$ cat src/logic/rtcac_pkg.sv
// Constants for the alarm and control portion of the calendar unit
package rtcac_pkg;
   // Register byte offsets and alias word index (byte address = index times four)
   localparam logic [7:0] RTCAC_OFS_CTRL  = 8'h00;
   localparam logic [7:0] RTCAC_OFS_TIME  = 8'h20;
   localparam logic [7:0] RTCAC_OFS_DATE  = 8'h30;
   localparam logic [7:0] RTCAC_OFS_ATIME = 8'h50;
   localparam logic [7:0] RTCAC_OFS_ADATE = 8'h60;
   localparam logic [1:0] RTCAC_ALIAS_WR  = 2'h0;
   localparam logic [1:0] RTCAC_ALIAS_CLR = 2'h1;
   localparam logic [1:0] RTCAC_ALIAS_SET = 2'h2;
   localparam logic [1:0] RTCAC_ALIAS_INV = 2'h3;
   // Control field positions
   localparam int RTCAC_B_ALMEN = 31;
   localparam int RTCAC_B_CHIME = 30;
   localparam int RTCAC_B_MSKL  = 24;
   localparam int RTCAC_B_RPTL  = 16;
   localparam int RTCAC_B_ON    = 15;
   localparam int RTCAC_B_LOCK  = 11;
   localparam int RTCAC_B_OE    = 7;
   localparam int RTCAC_B_SELL  = 4;
   // Writable bits; all others read zero
   localparam logic [31:0] RTCAC_CTRL_MASK  = 32'hcfff88f0;
   localparam logic [31:0] RTCAC_CTRL_RESET = 32'h00000000;
   // Time word: hour[29:24] minute[22:16] second[15:8]; date: year[31:24] month[20:16]
   // day[13:8] weekday[2:0]
   localparam logic [31:0] RTCAC_TIME_MASK = 32'h3f7fff00;
   localparam logic [31:0] RTCAC_DATE_MASK = 32'hff1f3f07;
   // Interval codes
   localparam logic [3:0] RTCAC_I_HALF = 4'h0;
   localparam logic [3:0] RTCAC_I_SEC  = 4'h1;
   localparam logic [3:0] RTCAC_I_S10  = 4'h2;
   localparam logic [3:0] RTCAC_I_MIN  = 4'h3;
   localparam logic [3:0] RTCAC_I_M10  = 4'h4;
   localparam logic [3:0] RTCAC_I_HOUR = 4'h5;
   localparam logic [3:0] RTCAC_I_DAY  = 4'h6;
   localparam logic [3:0] RTCAC_I_WEEK = 4'h7;
   localparam logic [3:0] RTCAC_I_MON  = 4'h8;
   localparam logic [3:0] RTCAC_I_YEAR = 4'h9;
   // Clock output selections
   localparam logic [2:0] RTCAC_SEL_ALARM = 3'h0;
   localparam logic [2:0] RTCAC_SEL_SEC   = 3'h1;
   localparam logic [2:0] RTCAC_SEL_SRC   = 3'h2;
   // Update pending state machine
   typedef enum logic [2:0] {
      RTCAC_IDLE = 3'b001,
      RTCAC_ARM  = 3'b010,
      RTCAC_POST = 3'b100
   } rtcac_state_t;
endpackage : rtcac_pkg

$ cat src/logic/rtcac_top.sv
// Alarm and control register logic of the calendar unit
// Summary of operation
// - Bit 31 enables alarm event generation.
// - Chime set lets repeat count wrap.
// - Chime clear holds repeat count at zero.
// - Interval codes zero to four select.
// - Codes five to nine; leap-day yearly.
// - Repeat field counts remaining repetitions.
// - Zero count with chime clear means last alarm.
// - Each alarm event but the last decrements counter.
// - Enable bit gates all counting.
// - Lock clear needs unlock sequence.
// - Clear, set, invert aliases per register.
// - Unused bits read zero; reset zero.
// - Lock blocks timekeeping register writes.
// - Output pin shows selected signal.
`timescale 1ns/1ps
module rtcac_top
   import rtcac_pkg::*;
(
   input  wire logic        clk,
   input  wire logic        rstn,
   input  wire logic [7:0]  busAddr,
   input  wire logic        busWrite,
   input  wire logic        busRead,
   input  wire logic [31:0] busWdata,
   output logic [31:0]      busRdata,
   input  wire logic        unlocked,
   input  wire logic [31:0] timeNow,
   input  wire logic [31:0] dateNow,
   input  wire logic        halfTick,
   input  wire logic        secTick,
   input  wire logic        srcClkPin,
   output logic             alarmEvent,
   output logic             alarmUpdatePending,
   output logic             unitCountEnable,
   output logic             timeWriteStrobe,
   output logic             dateWriteStrobe,
   output logic [31:0]      timeWriteData,
   output logic [31:0]      dateWriteData,
   output logic             clockOutPin
);
   logic [31:0]  rtc_control_one;
   logic [31:0]  alarm_time_compare;
   logic [31:0]  alarm_date_compare;
   logic [31:0]  next_ctrl;
   logic [31:0]  next_atime;
   logic [31:0]  next_adate;
   logic         srcSync;
   logic         secHold;
   logic         matchHit;
   logic         fireNow;
   rtcac_state_t state;
   rtcac_state_t next_state;

   // Register decode: low two bits of the word index select alias
   logic [1:0] aliasOp;
   logic [7:0] baseAddr;
   logic       selCtrl;
   logic       selTime;
   logic       selDate;
   logic       selAtime;
   logic       selAdate;
   logic       lockWin;
   assign aliasOp  = busAddr[3:2];
   assign baseAddr = {busAddr[7:4], 4'h0};
   assign selCtrl  = (baseAddr == RTCAC_OFS_CTRL);
   assign selTime  = (baseAddr == RTCAC_OFS_TIME);
   assign selDate  = (baseAddr == RTCAC_OFS_DATE);
   assign selAtime = (baseAddr == RTCAC_OFS_ATIME);
   assign selAdate = (baseAddr == RTCAC_OFS_ADATE);

   // Alias merge of written ones as a mask
   function automatic logic [31:0] rtcac_merge(input logic [31:0] cur,
                                               input logic [31:0] wd,
                                               input logic [1:0]  al,
                                               input logic [31:0] msk);
      logic [31:0] r;
      r = cur;
      if (al == RTCAC_ALIAS_WR) begin
         r = wd;
      end else if (al == RTCAC_ALIAS_CLR) begin
         r = cur & ~wd;
      end else if (al == RTCAC_ALIAS_SET) begin
         r = cur | wd;
      end else begin
         r = cur ^ wd;
      end
      return r & msk;
   endfunction : rtcac_merge

   // Alarm compare and source clock pin crossing
   rtcac_match u_match (
      .interval  (rtc_control_one[RTCAC_B_MSKL+3:RTCAC_B_MSKL]),
      .timeNow   (timeNow),
      .dateNow   (dateNow),
      .timeAlarm (alarm_time_compare),
      .dateAlarm (alarm_date_compare),
      .halfTick  (halfTick),
      .secTick   (secTick),
      .hit       (matchHit)
   );
   rtcac_sync u_sync (
      .clk  (clk),
      .rstn (rstn),
      .din  (srcClkPin),
      .dout (srcSync)
   );

   assign fireNow = rtc_control_one[RTCAC_B_ALMEN] && rtc_control_one[RTCAC_B_ON] && matchHit;

   // Proposed control value from software
   logic [31:0] swCtrl;
   logic [31:0] ctrlWr;
   logic        lockClrBad;
   assign swCtrl = rtcac_merge(rtc_control_one, busWdata, aliasOp, RTCAC_CTRL_MASK);
   assign lockClrBad = rtc_control_one[RTCAC_B_LOCK] && !swCtrl[RTCAC_B_LOCK] && !unlocked;
   assign ctrlWr = lockClrBad ? (swCtrl | (32'h00000001 << RTCAC_B_LOCK)) : swCtrl;
   assign lockWin = busWrite && !rtc_control_one[RTCAC_B_LOCK];

   // Repeat counter step and alarm enable clear after last alarm
   logic [7:0]  rpt;
   logic [7:0]  rptNext;
   logic        chime;
   logic [31:0] ctrlPre;
   // Idle bus data must not leak into the count; only a real write does
   assign ctrlPre = (busWrite && selCtrl) ? ctrlWr : rtc_control_one;
   assign rpt   = ctrlPre[RTCAC_B_RPTL+7:RTCAC_B_RPTL];
   assign chime = rtc_control_one[RTCAC_B_CHIME];
   // decrement per event; wrap; hold at zero
   assign rptNext = (rpt != 8'h00 || chime) ? rpt - 8'h01 : 8'h00;

   // Control next value: software write first, then alarm bookkeeping
   always_comb begin
      next_ctrl = rtc_control_one;
      if (busWrite && selCtrl) begin
         next_ctrl = ctrlWr;
      end
      if (fireNow) begin
         next_ctrl[RTCAC_B_RPTL+7:RTCAC_B_RPTL] = rptNext;
         if (rpt == 8'h00 && !chime) begin
            next_ctrl[RTCAC_B_ALMEN] = 1'b0;
         end
      end
   end

   // Alarm compare registers follow lock as well
   assign next_atime = (lockWin && selAtime) ?
                       rtcac_merge(alarm_time_compare, busWdata, aliasOp, RTCAC_TIME_MASK) :
                       alarm_time_compare;
   assign next_adate = (lockWin && selAdate) ?
                       rtcac_merge(alarm_date_compare, busWdata, aliasOp, RTCAC_DATE_MASK) :
                       alarm_date_compare;

   // Update pending sequencer: marks the alarm-side bookkeeping cycle
   always_comb begin
      next_state = state;
      case (state)
         RTCAC_IDLE: if (fireNow) next_state = RTCAC_ARM;
         RTCAC_ARM:  next_state = RTCAC_POST;
         RTCAC_POST: next_state = RTCAC_IDLE;
         default:    next_state = RTCAC_IDLE;
      endcase
   end

   // Read mux; unmapped words read zero
   logic [31:0] rdSel;
   assign rdSel = (selCtrl && aliasOp == RTCAC_ALIAS_WR)  ? rtc_control_one :
                  (selAtime && aliasOp == RTCAC_ALIAS_WR) ? alarm_time_compare :
                  (selAdate && aliasOp == RTCAC_ALIAS_WR) ? alarm_date_compare :
                  32'h00000000;

   logic pinSel;
   assign pinSel = !rtc_control_one[RTCAC_B_OE] ? 1'b0 :
      (rtc_control_one[RTCAC_B_SELL+2:RTCAC_B_SELL] == RTCAC_SEL_ALARM) ? fireNow :
      (rtc_control_one[RTCAC_B_SELL+2:RTCAC_B_SELL] == RTCAC_SEL_SEC)   ? secHold :
      (rtc_control_one[RTCAC_B_SELL+2:RTCAC_B_SELL] == RTCAC_SEL_SRC)   ? srcSync :
      1'b0;

   always_ff @(posedge clk) begin
      if (!rstn) begin
         rtc_control_one    <= RTCAC_CTRL_RESET;
         alarm_time_compare <= 32'h00000000;
         alarm_date_compare <= 32'h00000000;
         state              <= RTCAC_IDLE;
      end else begin
         rtc_control_one    <= next_ctrl;
         alarm_time_compare <= next_atime;
         alarm_date_compare <= next_adate;
         state              <= next_state;
      end
   end

   // Seconds square wave toggles on each half-second tick while the unit runs
   always_ff @(posedge clk) begin
      if (!rstn) begin
         secHold <= 1'b0;
      end else if (halfTick && rtc_control_one[RTCAC_B_ON]) begin
         secHold <= ~secHold;
      end
   end

   // Registered outputs
   always_ff @(posedge clk) begin
      if (!rstn) begin
         busRdata           <= 32'h00000000;
         alarmEvent         <= 1'b0;
         alarmUpdatePending <= 1'b0;
         unitCountEnable    <= 1'b0;
         timeWriteStrobe    <= 1'b0;
         dateWriteStrobe    <= 1'b0;
         timeWriteData      <= 32'h00000000;
         dateWriteData      <= 32'h00000000;
         clockOutPin        <= 1'b0;
      end else begin
         busRdata           <= busRead ? rdSel : 32'h00000000;
         alarmEvent         <= fireNow;
         alarmUpdatePending <= fireNow || (state != RTCAC_IDLE);
         unitCountEnable    <= next_ctrl[RTCAC_B_ON];
         timeWriteStrobe    <= lockWin && selTime;
         dateWriteStrobe    <= lockWin && selDate;
         timeWriteData      <= rtcac_merge(timeNow, busWdata, aliasOp, RTCAC_TIME_MASK);
         dateWriteData      <= rtcac_merge(dateNow, busWdata, aliasOp, RTCAC_DATE_MASK);
         clockOutPin        <= pinSel;
      end
   end
endmodule : rtcac_top

$ cat src/logic/rtcac_sync.sv
// Two flip-flop level synchroniser
`timescale 1ns/1ps
module rtcac_sync (
   input  wire logic clk,
   input  wire logic rstn,
   input  wire logic din,
   output logic      dout
);
   logic stage1;
   // First stage feeds only the second
   always_ff @(posedge clk) begin
      if (!rstn) begin
         stage1 <= 1'b0;
         dout   <= 1'b0;
      end else begin
         stage1 <= din;
         dout   <= stage1;
      end
   end
endmodule : rtcac_sync

$ cat src/logic/rtcac_match.sv
// Alarm compare of the time and date words under the interval mask
`timescale 1ns/1ps
module rtcac_match
   import rtcac_pkg::*;
(
   input  wire logic [3:0]  interval,
   input  wire logic [31:0] timeNow,
   input  wire logic [31:0] dateNow,
   input  wire logic [31:0] timeAlarm,
   input  wire logic [31:0] dateAlarm,
   input  wire logic        halfTick,
   input  wire logic        secTick,
   output logic             hit
);
   logic [31:0] tMask;
   logic [31:0] dMask;
   logic        tick;
   logic        valid;
   // interval field decode
   // Coarser intervals compare more fields; finer digits always compared
   always_comb begin
      tMask = 32'h00000000;
      dMask = 32'h00000000;
      valid = 1'b1;
      case (interval)
         RTCAC_I_HALF: tMask = 32'h00000000;
         RTCAC_I_SEC:  tMask = 32'h00000000;
         RTCAC_I_S10:  tMask = 32'h00000f00;
         RTCAC_I_MIN:  tMask = 32'h00007f00;
         RTCAC_I_M10:  tMask = 32'h000f7f00;
         RTCAC_I_HOUR: tMask = 32'h007f7f00;
         RTCAC_I_DAY:  tMask = RTCAC_TIME_MASK;
         RTCAC_I_WEEK: begin
            tMask = RTCAC_TIME_MASK;
            dMask = 32'h00000007;
         end
         RTCAC_I_MON: begin
            tMask = RTCAC_TIME_MASK;
            dMask = 32'h00003f00;
         end
         // Feb 29 naturally matches only in leap years
         RTCAC_I_YEAR: begin
            tMask = RTCAC_TIME_MASK;
            dMask = 32'h001f3f00;
         end
         default: valid = 1'b0;
      endcase
   end
   assign tick = (interval == RTCAC_I_HALF) ? halfTick : secTick;
   assign hit  = valid && tick && (((timeNow ^ timeAlarm) & tMask) == 32'h00000000)
                 && (((dateNow ^ dateAlarm) & dMask) == 32'h00000000);
endmodule : rtcac_match

$ cat config.mk
export PLATFORM = sky130hd
export DESIGN_NAME = rtcac_top
export DESIGN_NICKNAME = d
export VERILOG_FILES = /design/src/logic/rtcac_pkg.sv /design/src/logic/rtcac_top.sv /design/src/logic/rtcac_sync.sv /design/src/logic/rtcac_match.sv
export SDC_FILE = /design/constraint.sdc
export NUM_CORES = 1
export LEC_CHECK = 0
export ABC_AREA = 0
export BUFFER_PORTS_ARGS = -buffer_cell sky130_fd_sc_hd__buf_4
export CAP_MARGIN = 20
export CELL_PAD_IN_SITES_DETAIL_PLACEMENT = 1
export CELL_PAD_IN_SITES_GLOBAL_PLACEMENT = 2
export CORE_MARGIN = 2
export CORE_UTILIZATION = 36
export DETAILED_ROUTE_END_ITERATION = 8
export HOLD_SLACK_MARGIN = 0.08
export PLACE_DENSITY = 0.89
export SLEW_MARGIN = 40
export SYNTH_ARGS = -nofsm -noshare
export SYNTH_HDL_FRONTEND = slang
export SYNTH_SLANG_ARGS = --single-unit
$ cat constraint.sdc
create_clock -name clk -period 3.8 [get_ports clk]
set_input_delay 0.57 -clock clk [delete_from_list [all_inputs] [get_ports clk]]
set_output_delay 0.57 -clock clk [all_outputs]
set_load 0.05 [all_outputs]
* Yosys cells after proc, flatten, opt, wreduce, memory -nomap -nowiden *
Cells that the tools add are included.
Widths: inputs -> output; s select.

storage, ports and cells
  memories kept = 0
  memory bits (read-only) = 0
  latch bits = 0
  output and inout port bits = 102
  logic and storage cells = 131
  input port bits = 112
  bits in writable memories = 0
  flip-flop bits (word level) = 183

cells by class
  muxes and demuxes = 33
  $mul = 0
  div/mod/pow operators = 0
  magnitude comparators = 0
  reduce and logical (&&, ||, !) cells = 36
  equality and inequality tests = 21
  shift operators = 0
  add/subtract/negate cells = 1
  bitwise operators = 21

operators by type and width
  operator            number
  $mux 32             13
  $mux 30             6
  $pmux 30 s5         1
  $xor 32x32->32      4
  $and 32x32->32      3
  $or 32x32->32       3
  $logic_not 32->1    2
  $pmux 21 s3         1
  $and 30x30->30      2
  $or 30x30->30       2
  $xor 30x30->30      2
  $and 32x21->32      1
  $and 32x30->32      1
  $not 32->32         1
  $xor 32x30->32      1
  $eq 4x3->1 const B  6
  $logic_and 1x1->1   18
  $eq 4x2->1 const B  4
  $logic_not 8->1     2
  $mux 8              2
  $mux 12             1
  $reduce_or 10->1    1
  $eq 4x4->1 const B  2
  $reduce_bool 8->1   1
  19 further kinds    32

* Longest topological paths before layout *
Gate-level depths: netlist of the first run.

  depth after elaboration = 13
  mapped depth = 11
  mapped depth without buffers = 10

* Cells and area by module *
A second synthesis of the first run with hierarchy kept.

unflattened totals
  cell total of the unflattened synthesis = 1380
  area total of the unflattened synthesis = 11893.9 sq um

by module, submodules not included
  module       cells an instance  area an instance (sq um)  seq. area each (sq um)  times used
  rtcac_top    1305               11275.8                   2922.8                  1
  rtcac_match  71                 565.5                     0.0                     1
  rtcac_sync   4                  52.6                      40.0                    1

* Least setup slack after synthesis of the first run *
No wires, ideal clock.

  path type = input port to flip-flop
  start = in busWdata[20]
  end = reg rtc_control_one[31]
  buffers on the path = 0
  setup slack = 1194 ps
  stages on the path = 8
  data arrival time = 2473 ps
  path through = inv_1 -> ha_1 -> mux4_2 -> o41ai_2 -> and2b_1 -> nand4_4 -> o21ai_4 -> a211oi_1

on the way
  longest elaborated chain between the ends = 9
  elaborated cells on any way between the ends = 12

ends and longest elaborated chain
  element                                    RTL line                          text
  start, declared                            rtcac_top.sv:26                   input wire logic [31:0] busWdata,
  $xor 32x32->32 (tied with other cells)     rtcac_top.sv:87                   r = cur ^ wd;
  $mux 32 or $and 32x32->32 (tied branches)  rtcac_top.sv:84, rtcac_top.sv:83
  $mux 32                                    rtcac_top.sv:82                   end else if (al == RTCAC_ALIAS_CLR) begin
  $mux 32 *                                  rtcac_top.sv:80                   if (al == RTCAC_ALIAS_WR) begin
  $mux 32 *                                  --
  $logic_not 8->1 *                          rtcac_top.sv:141                  if (rpt == 8'h00 && !chime) begin
  $logic_and 1x1->1 *                        rtcac_top.sv:141
  $mux 1 *                                   rtcac_top.sv:141
  $mux 1 *                                   rtcac_top.sv:139                  if (fireNow) begin
  end signal, assigned                       rtcac_top.sv:187                  rtc_control_one <= next_ctrl;
  end, declared                              rtcac_top.sv:43                   logic [31:0] rtc_control_one;

Mark *: on every way between the ends. The rest lies on a longest branch, timed or not.
A chain may end at the register's enable or synchronous reset.

* Worst setup path in the final report of the first run *
  start = in busAddr[5]
  end = reg rtc_control_one[22]

on the way
  longest elaborated chain between the ends = 7
  elaborated cells on any way between the ends = 8

ends and longest elaborated chain
  element                                              RTL line                            text
  start, declared                                      rtcac_top.sv:23                     input wire logic [7:0] busAddr,
  $logic_not 8->1 *                                    rtcac_top.sv:67                     assign selCtrl = (baseAddr == RTCAC_OFS_CTRL);
  $logic_and 1x1->1 *                                  rtcac_top.sv:127, rtcac_top.sv:136
  $mux 32 *                                            --
  branches (longest 3 deep; another with $sub 8x1->8)  --
  $mux 8 *                                             rtcac_top.sv:139

Mark *: on every way between the ends.

==> results of run 1 <==
## flip-flops by register name (all words and copies together), names as in the netlist, 3 cells and up
name and flops:
alarm_date_compare 22, state 3, alarm_time_compare 21, busRdata 31, rtc_control_one 20, timeWriteData 21, dateWriteData 22
## cell usage in the layout, fill, tap and decap left out, types with 4 or more instances in the layout
| cell type | n |
|---|---|
| sky130_fd_sc_hd__a211oi_1 | 85 |
| sky130_fd_sc_hd__a21oi_1 | 114 |
| sky130_fd_sc_hd__a22o_1 | 12 |
| sky130_fd_sc_hd__a22oi_1 | 10 |
| sky130_fd_sc_hd__and2_1 | 4 |
| sky130_fd_sc_hd__buf_4 | 177 |
| sky130_fd_sc_hd__clkbuf_16 | 17 |
| sky130_fd_sc_hd__clkinv_4 | 6 |
| sky130_fd_sc_hd__conb_1 | 22 |
| sky130_fd_sc_hd__dfxtp_1 | 148 |
| sky130_fd_sc_hd__ha_1 | 213 |
| sky130_fd_sc_hd__inv_1 | 147 |
| sky130_fd_sc_hd__mux2i_1 | 18 |
| sky130_fd_sc_hd__mux4_2 | 10 |
| sky130_fd_sc_hd__nand2_1 | 123 |
| sky130_fd_sc_hd__nand3_1 | 9 |
| sky130_fd_sc_hd__nand4_1 | 9 |
| sky130_fd_sc_hd__nor2_1 | 157 |
| sky130_fd_sc_hd__nor2b_1 | 39 |
| sky130_fd_sc_hd__nor3_1 | 50 |
| sky130_fd_sc_hd__o211ai_1 | 17 |
| sky130_fd_sc_hd__o21ai_0 | 86 |
| sky130_fd_sc_hd__xnor2_1 | 34 |
## worst max-delay path, stage by stage
cell and delay (ns):
sky130_fd_sc_hd__buf_4 0.13, sky130_fd_sc_hd__nor4_2 0.50, sky130_fd_sc_hd__and2_1 0.38, sky130_fd_sc_hd__buf_4 0.30, sky130_fd_sc_hd__nor2_1 0.06, sky130_fd_sc_hd__a21oi_1 0.28
sky130_fd_sc_hd__ha_1 0.32, sky130_fd_sc_hd__and2_1 0.21, sky130_fd_sc_hd__nand3_1 0.12, sky130_fd_sc_hd__mux2i_1 0.19
## cells in the mapped netlist, types with 3 or more instances
cell type / number
sky130_fd_sc_hd__ha_1: 213
sky130_fd_sc_hd__nor2_1: 160
sky130_fd_sc_hd__dfxtp_1: 148
sky130_fd_sc_hd__inv_1: 147
sky130_fd_sc_hd__nand2_1: 123
sky130_fd_sc_hd__a21oi_1: 114
sky130_fd_sc_hd__o21ai_0: 86
sky130_fd_sc_hd__a211oi_1: 85
sky130_fd_sc_hd__clkbuf_1: 59
sky130_fd_sc_hd__nor3_1: 50
sky130_fd_sc_hd__nor2b_1: 39
sky130_fd_sc_hd__xnor2_1: 34
sky130_fd_sc_hd__buf_1: 22
sky130_fd_sc_hd__buf_4: 22
sky130_fd_sc_hd__mux2i_1: 18
sky130_fd_sc_hd__o211ai_1: 17
sky130_fd_sc_hd__a22o_1: 12
sky130_fd_sc_hd__a22oi_1: 10
sky130_fd_sc_hd__mux4_2: 10
sky130_fd_sc_hd__buf_2: 9
sky130_fd_sc_hd__nand3_1: 9
sky130_fd_sc_hd__nand4_1: 9
sky130_fd_sc_hd__and2_1: 4
sky130_fd_sc_hd__a211o_1: 3
sky130_fd_sc_hd__a31o_2: 3
sky130_fd_sc_hd__a31oi_1: 3
sky130_fd_sc_hd__nor4_1: 3
sky130_fd_sc_hd__o31ai_1: 3
sky130_fd_sc_hd__xor2_1: 3
## worst paths after layout
path,from,to,slack [ns],cells past startpoint
max reg2reg,alarm_time_compare[15],rtc_control_one[23],1.21,7
min reg2reg,u_sync.stage1,u_sync.dout,0.44,1
min,busAddr[6],timeWriteStrobe,0.33,2
max,busAddr[5],rtc_control_one[22],1.09,10
## stage by stage
| stage | std cells | util [%] | setup WS (ns) | hold slack [ns] |
|---|---|---|---|---|
| finish | 1975 | 43.0 | 1.09 | 0.326 |
| global route | 1974 | 43.0 | 0.954 | 0.313 |
| CTS | 1973 | 43.0 | 1.14 | 0.311 |
| detailed placement | 1941 | 41.1 | 0.685 | 0.423 |
| global placement | 1941 | 41.1 | 0.727 | 0.417 |
| floorplan | 1470 | - | 1.19 | 0.412 |
## cells by family (layout without fill, tap and decap cells)
family	Yosys count	count (layout)	share of synthesized area (%)
XOR/XNOR	37	37	2.83
AND/OR/NAND/NOR	411	411	16.1
flip-flops	148	148	25.8
multiplexers	30	30	3.73
adder cells (fa/ha/maj)	213	213	23.2
AO/OA/AOI/OAI	347	347	18.8
other	1	24	0.0327
buffers and inverters	262	363	9.52
## power groups by stage
stage / combinational (mW) / sequential, mW / clock [mW]
6_report: 0.958 / 1.63 / 1.77
5_1_grt: 1.07 / 1.64 / 1.88
4_1_cts: 0.969 / 1.64 / 1.81
3_5_place_dp: 0.962 / 1.67 / 0
3_3_place_gp: 0.920 / 1.67 / 0
2_1_floorplan: 0.545 / 1.79 / 0
## layer usage
metal | GRT usage [%] | up-vias | wire, µm
li1 | - | 5090 | -
met1 | 26.9 | 5014 | 16000
met2 | 37.7 | 197 | 17300
met3 | 4.43 | 50 | 1430
met4 | 7.06 | 0 | 827
met5 | 0 | - | 0
## area by class of cell
type	count	share of cell area, %
antenna	2	0.0370
clock buffer	18	3.24
clock inverter	14	1.15
inverter	148	4.11
sequential	148	21.9
multi-input combinational	1060	55.4
timing repair buffer	183	10.5
tap	402	3.71
==> metrics.txt, run 1 <==
# TYPE chip_impl_metric gauge
chip_impl_metric{name="final.period_utilization",unit="%"} 71.3
chip_impl_info{name="grt_setup_unrepaired",value="no"} 1
chip_impl_metric{name="cts_inserted_buffers",unit=""} 17
chip_impl_metric{name="cts.clk_slew.worst_paths",unit="ns"} 0.07
chip_impl_metric{name="internal_power_component",unit="mW"} 2.93
chip_impl_metric{name="max_slew.worst_pin.slew",unit="ns"} 0.778
chip_impl_metric{name="drv_slew",unit=""} 0
chip_impl_metric{name="seq_power_share",unit="%"} 37.5
chip_impl_metric{name="ctsHoldBuffers",unit=""} 0
chip_impl_metric{name="floorplan.core_area",unit="µm²"} 31500
chip_impl_metric{name="timing.max_slew.rel_slack",unit="%"} 48.2
chip_impl_metric{name="synthDominantCellAreaShare",unit="%"} 25.8
chip_impl_info{name="cts_tree",value="yes"} 1
chip_impl_metric{name="cts.sinks",unit=""} 148
chip_impl_metric{name="global_route_wire_length_before_repair",unit="µm"} 57700
chip_impl_metric{name="seq_area_frac_synth",unit="%"} 25.8
chip_impl_metric{name="nFillCells",unit=""} 3826
chip_impl_metric{name="multiInputGateArea",unit="µm²"} 7510
chip_impl_info{name="outcome",value="completed"} 1
chip_impl_metric{name="number_of_antenna_violations_at_the_first_check_in_global_routing",unit=""} 2
chip_impl_metric{name="synth_edf_count",unit=""} 0
chip_impl_metric{name="vdd.ir_drop.worst",unit="V"} 0.000321
chip_impl_metric{name="dr_total_vias",unit=""} 10351
chip_impl_metric{name="drt.antenna.violating_nets",unit=""} 0
chip_impl_metric{name="post-layout-total-power",unit="mW"} 4.36
chip_impl_info{name="synth_flop_cell",value="sky130_fd_sc_hd__dfxtp_1"} 1
chip_impl_metric{name="power.net_switching",unit="mW"} 1.44
chip_impl_metric{name="grt_max_degree",unit=""} 113
chip_impl_metric{name="finalSetupViolations",unit=""} 0
chip_impl_metric{name="wirelength",unit="µm"} 35600
chip_impl_metric{name="post_synth_num_cell_types",unit=""} 55
chip_impl_metric{name="first_global_vias",unit=""} 10698
chip_impl_metric{name="drt_first_iter_violations",unit=""} 471
chip_impl_metric{name="area_growth",unit="%"} 18.1
chip_impl_metric{name="groute.usage.overall",unit="%"} 21.8
chip_impl_metric{name="fmaxAchievable",unit="MHz"} 369
chip_impl_metric{name="post_route_cells_drive_above_1_share",unit="%"} 15.3
chip_impl_metric{name="syn_avg_cell_area",unit="µm²"} 7.92
chip_impl_metric{name="final_wtd_congestion",unit=""} 0.793
chip_impl_metric{name="placementRows",unit=""} 65
chip_impl_metric{name="maxCapViolations",unit=""} 0
chip_impl_metric{name="synth-async-reset-ratio",unit="%"} 0
chip_impl_metric{name="max-clock-path-buffers",unit=""} 2
chip_impl_metric{name="design.portCount",unit=""} 214
chip_impl_metric{name="postPlaceCellArea",unit="µm²"} 12900
chip_impl_metric{name="die_w",unit="µm"} 182
chip_impl_metric{name="yosysWarningCount",unit=""} 0
chip_impl_metric{name="synthCells",unit=""} 1449
chip_impl_metric{name="detail_route.drc_violations",unit=""} 0
chip_impl_metric{name="port_buffers",unit=""} 167
chip_impl_metric{name="dieArea",unit="µm²"} 33300
chip_impl_metric{name="pleak",unit="nW"} 6.11
chip_impl_metric{name="largest_fanout_on_the_critical_path",unit=""} 16
chip_impl_metric{name="average_via_count_per_standard_cell",unit=""} 5.24
chip_impl_metric{name="fin_tns_setup",unit="ns"} 0
chip_impl_metric{name="grt-ovfl-total",unit=""} 0
chip_impl_info{name="cts.root.buffer_cell",value="sky130_fd_sc_hd__clkbuf_16"} 1
chip_impl_metric{name="cts.htree.levels",unit=""} 4
chip_impl_info{name="hold_class",value="in -> reg"} 1
chip_impl_metric{name="clkPwrFrac",unit="%"} 40.6
chip_impl_info{name="yosys-top-cells-area",value="sky130_fd_sc_hd__dfxtp_1 26%, sky130_fd_sc_hd__ha_1 23%, sky130_fd_sc_hd__a211oi_1 5.6%, sky130_fd_sc_hd__nor2_1 5.2%, sky130_fd_sc_hd__a21oi_1 5.0%"} 1
chip_impl_metric{name="seq_area",unit="µm²"} 2960
chip_impl_metric{name="clock_latency",unit="ns"} 0.45
chip_impl_metric{name="die_y",unit="µm"} 182
chip_impl_info{name="timing.critical_path.to_type",value="register"} 1
chip_impl_metric{name="starting_density_of_the_core",unit="%"} 36.4
chip_impl_metric{name="hpwl",unit="µm"} 25200
chip_impl_metric{name="layout_min_cycle_time",unit="ns"} 2.71
chip_impl_metric{name="power_per_cell_area",unit="nW/µm²"} 322
chip_impl_metric{name="final_std_cell_area_no_fill",unit="µm²"} 13500
chip_impl_metric{name="power_switching_share",unit="%"} 32.9
chip_impl_metric{name="routedWlPerCell",unit="µm"} 18.0
chip_impl_metric{name="comb_power_share",unit="%"} 22.0
chip_impl_metric{name="layout.nets",unit=""} 1883
chip_impl_metric{name="synth.cell_area",unit="µm²"} 11500
chip_impl_metric{name="drtPass1Iterations",unit=""} 4
chip_impl_metric{name="fin_worst_skew",unit="ns"} 0.00714
chip_impl_metric{name="cp.required",unit="ns"} 4.17
chip_impl_info{name="yosys.area.top_type",value="sky130_fd_sc_hd__dfxtp_1"} 1
chip_impl_metric{name="cts_repair_resize_count",unit=""} 0
chip_impl_info{name="timing_worst_setup_path_type",value="in -> reg"} 1
chip_impl_info{name="cp-start-kind",value="input port"} 1
chip_impl_metric{name="ys_ff_latch",unit=""} 148
chip_impl_metric{name="postCtsSetupBuffers",unit=""} 0
chip_impl_metric{name="finalHoldViolCount",unit=""} 0
chip_impl_metric{name="critical_path_arrival",unit="ns"} 3.08
Power figures use the tool's default switching activity.
==> run 2, diff against run 1 <==
Settings changed: CORE_UTILIZATION 36 to 30, PLACE_DENSITY 0.89 to 0.79.
Clock period 3.8 ns to 2.4 ns, I/O delays scaled along.
==> metrics.txt, run 2 (same netlist as run 1, synthesis figures left out) <==
# TYPE chip_impl_metric gauge
chip_impl_info{name="outcome",value="completed"} 1
chip_impl_metric{name="grt-ovfl-total",unit=""} 0
chip_impl_metric{name="seq_area",unit="µm²"} 2970
chip_impl_metric{name="largest_fanout_on_the_critical_path",unit=""} 4
chip_impl_metric{name="global_route_wire_length_before_repair",unit="µm"} 59900
chip_impl_metric{name="cts.htree.levels",unit=""} 4
chip_impl_metric{name="nFillCells",unit=""} 4597
chip_impl_metric{name="floorplan.core_area",unit="µm²"} 37700
chip_impl_metric{name="die_y",unit="µm"} 200
chip_impl_metric{name="ctsHoldBuffers",unit=""} 0
chip_impl_info{name="cp-start-kind",value="register"} 1
chip_impl_metric{name="layout.nets",unit=""} 1980
chip_impl_info{name="final_common_cell",value="sky130_fd_sc_hd__buf_4"} 1
chip_impl_metric{name="multiInputGateArea",unit="µm²"} 7540
chip_impl_info{name="largest-register",value="busRdata"} 1
chip_impl_metric{name="detail_route.drc_violations",unit=""} 0
chip_impl_info{name="cts.root.buffer_cell",value="sky130_fd_sc_hd__clkbuf_16"} 1
chip_impl_metric{name="placementRows",unit=""} 71
chip_impl_metric{name="max_slew.worst_pin.slew",unit="ns"} 0.800
chip_impl_metric{name="fin_tns_setup",unit="ns"} 0
chip_impl_metric{name="vdd.ir_drop.worst",unit="V"} 0.000501
chip_impl_metric{name="power_per_cell_area",unit="nW/µm²"} 485
chip_impl_metric{name="groute.usage.overall",unit="%"} 19.4
chip_impl_metric{name="cts.sinks",unit=""} 148
chip_impl_metric{name="largest_register_ffs",unit=""} 31
chip_impl_metric{name="cts_inserted_buffers",unit=""} 17
chip_impl_metric{name="number_of_antenna_violations_at_the_first_check_in_global_routing",unit=""} 2
chip_impl_info{name="final_cell_mix",value="271 x sky130_fd_sc_hd__buf_4, 212 x sky130_fd_sc_hd__ha_1, 156 x sky130_fd_sc_hd__nor2_1, 147 x sky130_fd_sc_hd__inv_1, 145 x sky130_fd_sc_hd__dfxtp_1"} 1
chip_impl_metric{name="place_inst",unit=""} 2147
chip_impl_metric{name="grt_max_degree",unit=""} 190
chip_impl_info{name="cts_tree",value="yes"} 1
chip_impl_metric{name="finalSetupViolations",unit=""} 0
chip_impl_metric{name="fin_worst_skew",unit="ns"} 0.0108
chip_impl_info{name="layout_top_registers",value="busRdata (31), alarm_date_compare (22), dateWriteData (22)"} 1
chip_impl_metric{name="port_buffers",unit=""} 167
chip_impl_metric{name="wirelength",unit="µm"} 38000
chip_impl_metric{name="maxCapViolations",unit=""} 0
chip_impl_metric{name="hpwl",unit="µm"} 27700
chip_impl_metric{name="layout_min_cycle_time",unit="ns"} 2.33
chip_impl_metric{name="finalHoldViolCount",unit=""} 0
chip_impl_metric{name="timing.max_slew.rel_slack",unit="%"} 46.7
chip_impl_metric{name="max-clock-path-buffers",unit=""} 2
chip_impl_metric{name="drt_first_iter_violations",unit=""} 424
chip_impl_metric{name="cts.clk_slew.worst_paths",unit="ns"} 0.07
chip_impl_metric{name="average_via_count_per_standard_cell",unit=""} 4.87
chip_impl_metric{name="clock_latency",unit="ns"} 0.45
chip_impl_metric{name="drt.antenna.violating_nets",unit=""} 0
chip_impl_metric{name="critical_path_arrival",unit="ns"} 2.67
chip_impl_metric{name="post_route_non_filler_standard_cell_count",unit=""} 2178
chip_impl_info{name="timing.critical_path.to_type",value="register"} 1
chip_impl_metric{name="dieArea",unit="µm²"} 39800
chip_impl_info{name="hold_class",value="in -> reg"} 1
chip_impl_info{name="timing_worst_setup_path_type",value="reg -> reg"} 1
chip_impl_metric{name="first_global_vias",unit=""} 11043
chip_impl_metric{name="cp.required",unit="ns"} 2.73
chip_impl_metric{name="die_w",unit="µm"} 200
chip_impl_metric{name="pleak",unit="nW"} 6.60
chip_impl_metric{name="drtPass1Iterations",unit=""} 5
chip_impl_metric{name="drv_slew",unit=""} 0
chip_impl_metric{name="post_route_cells_drive_above_1_share",unit="%"} 20.4
chip_impl_info{name="grt_setup_unrepaired",value="yes"} 1
chip_impl_metric{name="design.portCount",unit=""} 214
chip_impl_metric{name="routedWlPerCell",unit="µm"} 17.5
chip_impl_metric{name="fmaxAchievable",unit="MHz"} 429
chip_impl_metric{name="final_wtd_congestion",unit=""} 0.788
chip_impl_metric{name="final.period_utilization",unit="%"} 97.1
chip_impl_metric{name="dr_total_vias",unit=""} 10607
chip_impl_metric{name="area_growth",unit="%"} 26.3
chip_impl_metric{name="starting_density_of_the_core",unit="%"} 30.5
run 2: changes by cell type in the layout (fill, tap and decap cells not counted), moves of 2 or more:
cell,previous run,this run
sky130_fd_sc_hd__buf_4,177,271
sky130_fd_sc_hd__buf_12,2,7
sky130_fd_sc_hd__clkinv_4,6,2
sky130_fd_sc_hd__dfxtp_1,148,145
sky130_fd_sc_hd__dfxtp_2,0,3
sky130_fd_sc_hd__clkbuf_1,0,2
sky130_fd_sc_hd__inv_6,2,0
sky130_fd_sc_hd__buf_6,3,1
run 2: critical path, stage by stage (launching register included):
cell and delay, ns:
sky130_fd_sc_hd__dfxtp_2 0.33, sky130_fd_sc_hd__inv_1 0.05, sky130_fd_sc_hd__ha_1 0.26, sky130_fd_sc_hd__mux4_2 0.53, sky130_fd_sc_hd__o41ai_4 0.37, sky130_fd_sc_hd__and2b_2 0.23
sky130_fd_sc_hd__nand4_4 0.11, sky130_fd_sc_hd__o21ai_4 0.24, sky130_fd_sc_hd__nor3_1 0.09
run 2: final cells by class:
class,count,area share (%)
inverters,148,3.84
repair buffers,280,15.2
clock buffers,20,3.08
diodes,2,0.0346
flip-flops and latches,148,20.5
multi-input cells,1060,52.0
clock inverters,9,0.916
well taps,511,4.41
run 2: final timing paths:
path	start	cells after the start	end	slack (ns)
max	rtc_control_one[21]	8	rtc_control_one[23]	0.07
min	busAddr[7]	2	dateWriteStrobe	0.12
max reg2reg	rtc_control_one[21]	8	rtc_control_one[23]	0.07
min reg2reg	u_sync.stage1	1	u_sync.dout	0.44
run 2: timing repair:
action	in CTS	in global routing
setup endpoints to repair	0	10
setup buffers	0	0
resized for setup	0	8
run 2: through the flow:
stage / area (µm²) / setup WS, ns / util, % / hold WS, ns / total power [mW]
2_1_floorplan: 11500 / 0.00362 / - / 0.412 / 3.69
6_report: 14500 / 0.0692 / 38.5 / 0.116 / 7.02
5_1_grt: 14500 / -0.0398 / 38.4 / 0.108 / 7.39
3_5_place_dp: 13900 / -0.134 / 36.8 / 0.428 / 4.28
3_3_place_gp: 13900 / -0.122 / 36.8 / 0.422 / 4.21
4_1_cts: 14500 / 0.00544 / 38.4 / 0.0896 / 7.13
run 2: power by group:
group / internal, mW / switching (mW)
Sequential: 2.54 / 0.0469
Clock: 1.64 / 1.15
Combinational: 0.610 / 1.03
run 2: routing by layer:
layer / up-vias / share of wire (%) / GRT usage [%]
met4: 0 / 1.3 / 4.83
met1: 5132 / 46 / 24.5
met3: 31 / 3.3 / 3.44
met2: 169 / 49 / 34.1
met5: - / 0 / 0
li1: 5275 / - / -
==> run 3, diff against run 2 <==
Settings changed: CELL_PAD_IN_SITES_DETAIL_PLACEMENT 1 to 0, CELL_PAD_IN_SITES_GLOBAL_PLACEMENT 2 to 1, CORE_UTILIZATION 30 to 38.
==> metrics.txt, run 3 (same netlist as run 1, synthesis figures left out) <==
# TYPE chip_impl_metric gauge
chip_impl_info{name="outcome",value="completed"} 1
chip_impl_info{name="critical_path_sink",value="rtc_control_one[23]"} 1
chip_impl_metric{name="timing.max_slew.rel_slack",unit="%"} 53.4
chip_impl_metric{name="cts_inserted_buffers",unit=""} 17
chip_impl_metric{name="reg2reg_setup_slack",unit="ns"} 0.08
chip_impl_metric{name="design.portCount",unit=""} 214
chip_impl_metric{name="place_inst",unit=""} 1990
chip_impl_metric{name="first_global_vias",unit=""} 9855
chip_impl_metric{name="maxCapViolations",unit=""} 0
chip_impl_metric{name="post_route_non_filler_standard_cell_count",unit=""} 2022
chip_impl_info{name="timing.critical_path.to_type",value="register"} 1
chip_impl_metric{name="floorplan.core_area",unit="µm²"} 29700
chip_impl_info{name="timing.rr.end",value="rtc_control_one[23]"} 1
chip_impl_metric{name="drt_first_iter_violations",unit=""} 692
chip_impl_info{name="final_common_cell",value="sky130_fd_sc_hd__buf_4"} 1
chip_impl_info{name="cts_tree",value="yes"} 1
chip_impl_metric{name="diodes",unit=""} 0
chip_impl_metric{name="post-layout-total-power",unit="mW"} 7.34
chip_impl_metric{name="vdd.ir_drop.worst",unit="V"} 0.000483
chip_impl_metric{name="layout.nets",unit=""} 1945
chip_impl_metric{name="drt.antenna.violating_nets",unit=""} 0
chip_impl_metric{name="drtPass1Iterations",unit=""} 5
chip_impl_metric{name="max_slew.worst_pin.slew",unit="ns"} 0.700
chip_impl_info{name="crit_path_start",value="rtc_control_one[21]"} 1
chip_impl_metric{name="drv_slew",unit=""} 0
chip_impl_metric{name="port_buffers",unit=""} 167
chip_impl_metric{name="final.period_utilization",unit="%"} 96.7
chip_impl_info{name="timing_worst_setup_path_type",value="reg -> reg"} 1
chip_impl_metric{name="die_w",unit="µm"} 178
chip_impl_metric{name="area_growth",unit="%"} 23.6
chip_impl_metric{name="dieArea",unit="µm²"} 31600
chip_impl_metric{name="clock_latency",unit="ns"} 0.44
chip_impl_metric{name="slowest_stage_delay_on_critical_path",unit="ns"} 0.52
chip_impl_metric{name="max-clock-path-buffers",unit=""} 2
chip_impl_metric{name="final_wtd_congestion",unit=""} 0.828
chip_impl_info{name="layout_top_registers",value="busRdata (31), alarm_date_compare (22), dateWriteData (22)"} 1
chip_impl_info{name="cp-start-kind",value="register"} 1
chip_impl_info{name="worstPathCellList",value="inv_1, ha_1, mux4_2, o41ai_4, and2b_2, nand4_4, o21ai_4, nor3_1"} 1
chip_impl_metric{name="fmaxAchievable",unit="MHz"} 431
chip_impl_info{name="cts.root.buffer_cell",value="sky130_fd_sc_hd__clkbuf_16"} 1
chip_impl_info{name="final_cell_mix",value="236 x sky130_fd_sc_hd__buf_4, 213 x sky130_fd_sc_hd__ha_1, 156 x sky130_fd_sc_hd__nor2_1, 147 x sky130_fd_sc_hd__inv_1, 147 x sky130_fd_sc_hd__dfxtp_1"} 1
chip_impl_metric{name="cts.htree.levels",unit=""} 4
chip_impl_metric{name="pleak",unit="nW"} 6.48
chip_impl_metric{name="timing.critical_path.buf_inv",unit=""} 1
chip_impl_metric{name="cp.required",unit="ns"} 2.73
chip_impl_metric{name="cts.clk_slew.worst_paths",unit="ns"} 0.07
chip_impl_metric{name="finalHoldViolCount",unit=""} 0
chip_impl_metric{name="global_route_wire_length_before_repair",unit="µm"} 51600
chip_impl_metric{name="layout_min_cycle_time",unit="ns"} 2.32
chip_impl_metric{name="grt_max_degree",unit=""} 107
chip_impl_metric{name="post_route_cells_drive_above_1_share",unit="%"} 18.9
chip_impl_metric{name="timing.hold.worst_path_depth",unit=""} 2
chip_impl_metric{name="worst_hold_slack",unit="ns"} 0.123
chip_impl_metric{name="fin_tns_setup",unit="ns"} 0
chip_impl_metric{name="largest_fanout_on_the_critical_path",unit=""} 4
chip_impl_metric{name="dr_total_vias",unit=""} 10155
chip_impl_metric{name="hpwl",unit="µm"} 23200
chip_impl_metric{name="final_std_cell_area_no_fill",unit="µm²"} 14200
chip_impl_metric{name="wirelength",unit="µm"} 32000
chip_impl_metric{name="fin_worst_skew",unit="ns"} 0.0153
chip_impl_metric{name="largest_register_ffs",unit=""} 31
chip_impl_metric{name="detail_route.drc_violations",unit=""} 0
chip_impl_metric{name="cts.sinks",unit=""} 148
chip_impl_metric{name="ctsHoldBuffers",unit=""} 0
chip_impl_metric{name="power_per_cell_area",unit="nW/µm²"} 518
chip_impl_metric{name="groute.usage.overall",unit="%"} 20.6
chip_impl_info{name="crit-reg2reg-launch",value="rtc_control_one[21]"} 1
chip_impl_info{name="hold_class",value="in -> reg"} 1
chip_impl_metric{name="finalSetupViolations",unit=""} 0
chip_impl_info{name="cpMaxStageDelayCell",value="sky130_fd_sc_hd__mux4_2"} 1
chip_impl_info{name="worst_path_dominant_cell_family",value="compound AO/OA/AOI/OAI gates"} 1
chip_impl_metric{name="die_y",unit="µm"} 178
chip_impl_metric{name="routedWlPerCell",unit="µm"} 15.8
chip_impl_metric{name="postPlaceCellArea",unit="µm²"} 13400
chip_impl_metric{name="number_of_antenna_violations_at_the_first_check_in_global_routing",unit=""} 1
chip_impl_metric{name="crit_cells",unit=""} 8
chip_impl_metric{name="average_via_count_per_standard_cell",unit=""} 5.02
chip_impl_metric{name="r2r.worst_path.cells",unit=""} 8
chip_impl_info{name="largest-register",value="busRdata"} 1
chip_impl_metric{name="placementRows",unit=""} 63
chip_impl_metric{name="grt-ovfl-total",unit=""} 0
chip_impl_metric{name="critical_path_arrival",unit="ns"} 2.65
chip_impl_metric{name="starting_density_of_the_core",unit="%"} 38.6
[run 3: cell count changes in the layout (fill, tap and decap cells not counted), sizes merged]
cell / delta
buf: -35
bufinv: +3
diode: -2
clkinv: -1
clkinvlp: -1
inv: +1
[run 3: metal layers]
| layer | part of all wire [%] | GRT usage (%) | vias up | wire length (µm) |
|---|---|---|---|---|
| met5 | 0.041 | 0 | - | 13 |
| met4 | 1.1 | 4.75 | 2 | 366 |
| met3 | 4.5 | 3.68 | 27 | 1420 |
| met2 | 47 | 34.7 | 200 | 15200 |
| li1 | - | - | 5217 | - |
| met1 | 47 | 27.2 | 4709 | 15000 |
[run 3: area by class of cell]
class	count	area, µm²
Multi-Input combinational cell	1060	7550
Clock buffer	20	467
Tap cell	390	488
Clock inverter	11	223
Fill cell	2888	15500
Timing Repair Buffer	245	1930
Sequential cell	148	2960
Inverter	148	557
[run 3: worst register-to-register path, delay by kind of cell (launching register included)]
| kind | cells | cell delay [ns] |
|---|---|---|
| compound gates | 2 | 0.56 |
| buf+inv | 1 | 0.06 |
| flops | 1 | 0.35 |
| simple gates | 3 | 0.44 |
| mux | 1 | 0.52 |
| fa+ha+maj | 1 | 0.27 |
[run 3: how the worst min path moves through the flow]
stage | from | end
2_1_floorplan | u_sync.stage1 | u_sync.dout
3_3_place_gp | u_sync.stage1 | u_sync.dout
3_5_place_dp | u_sync.stage1 | u_sync.dout
4_1_cts | busAddr[7] | timeWriteStrobe
5_1_grt | busAddr[7] | timeWriteStrobe
6_report | busAddr[7] | timeWriteStrobe
[run 3: timing repair]
action                                  4_1_cts  5_1_grt
resized for setup                             2        6
endpoints found under the setup margin        5       11
buffers inserted                              0        1
pin swaps                                     0        2
[run 3: where the power goes]
part	switching, mW	internal [mW]
Combinational	0.973	0.572
Clock	1.18	2.04
Sequential	0.0480	2.54
[run 3: through the flow]
stage | util, % | setup WS [ns]
after detailed placement | 45.2 | -0.152
final | 47.7 | 0.0787
after CTS | 47.6 | 0.0610
after global routing | 47.7 | -0.0115
after global placement | 45.2 | -0.114
after floorplan | - | 0.00362
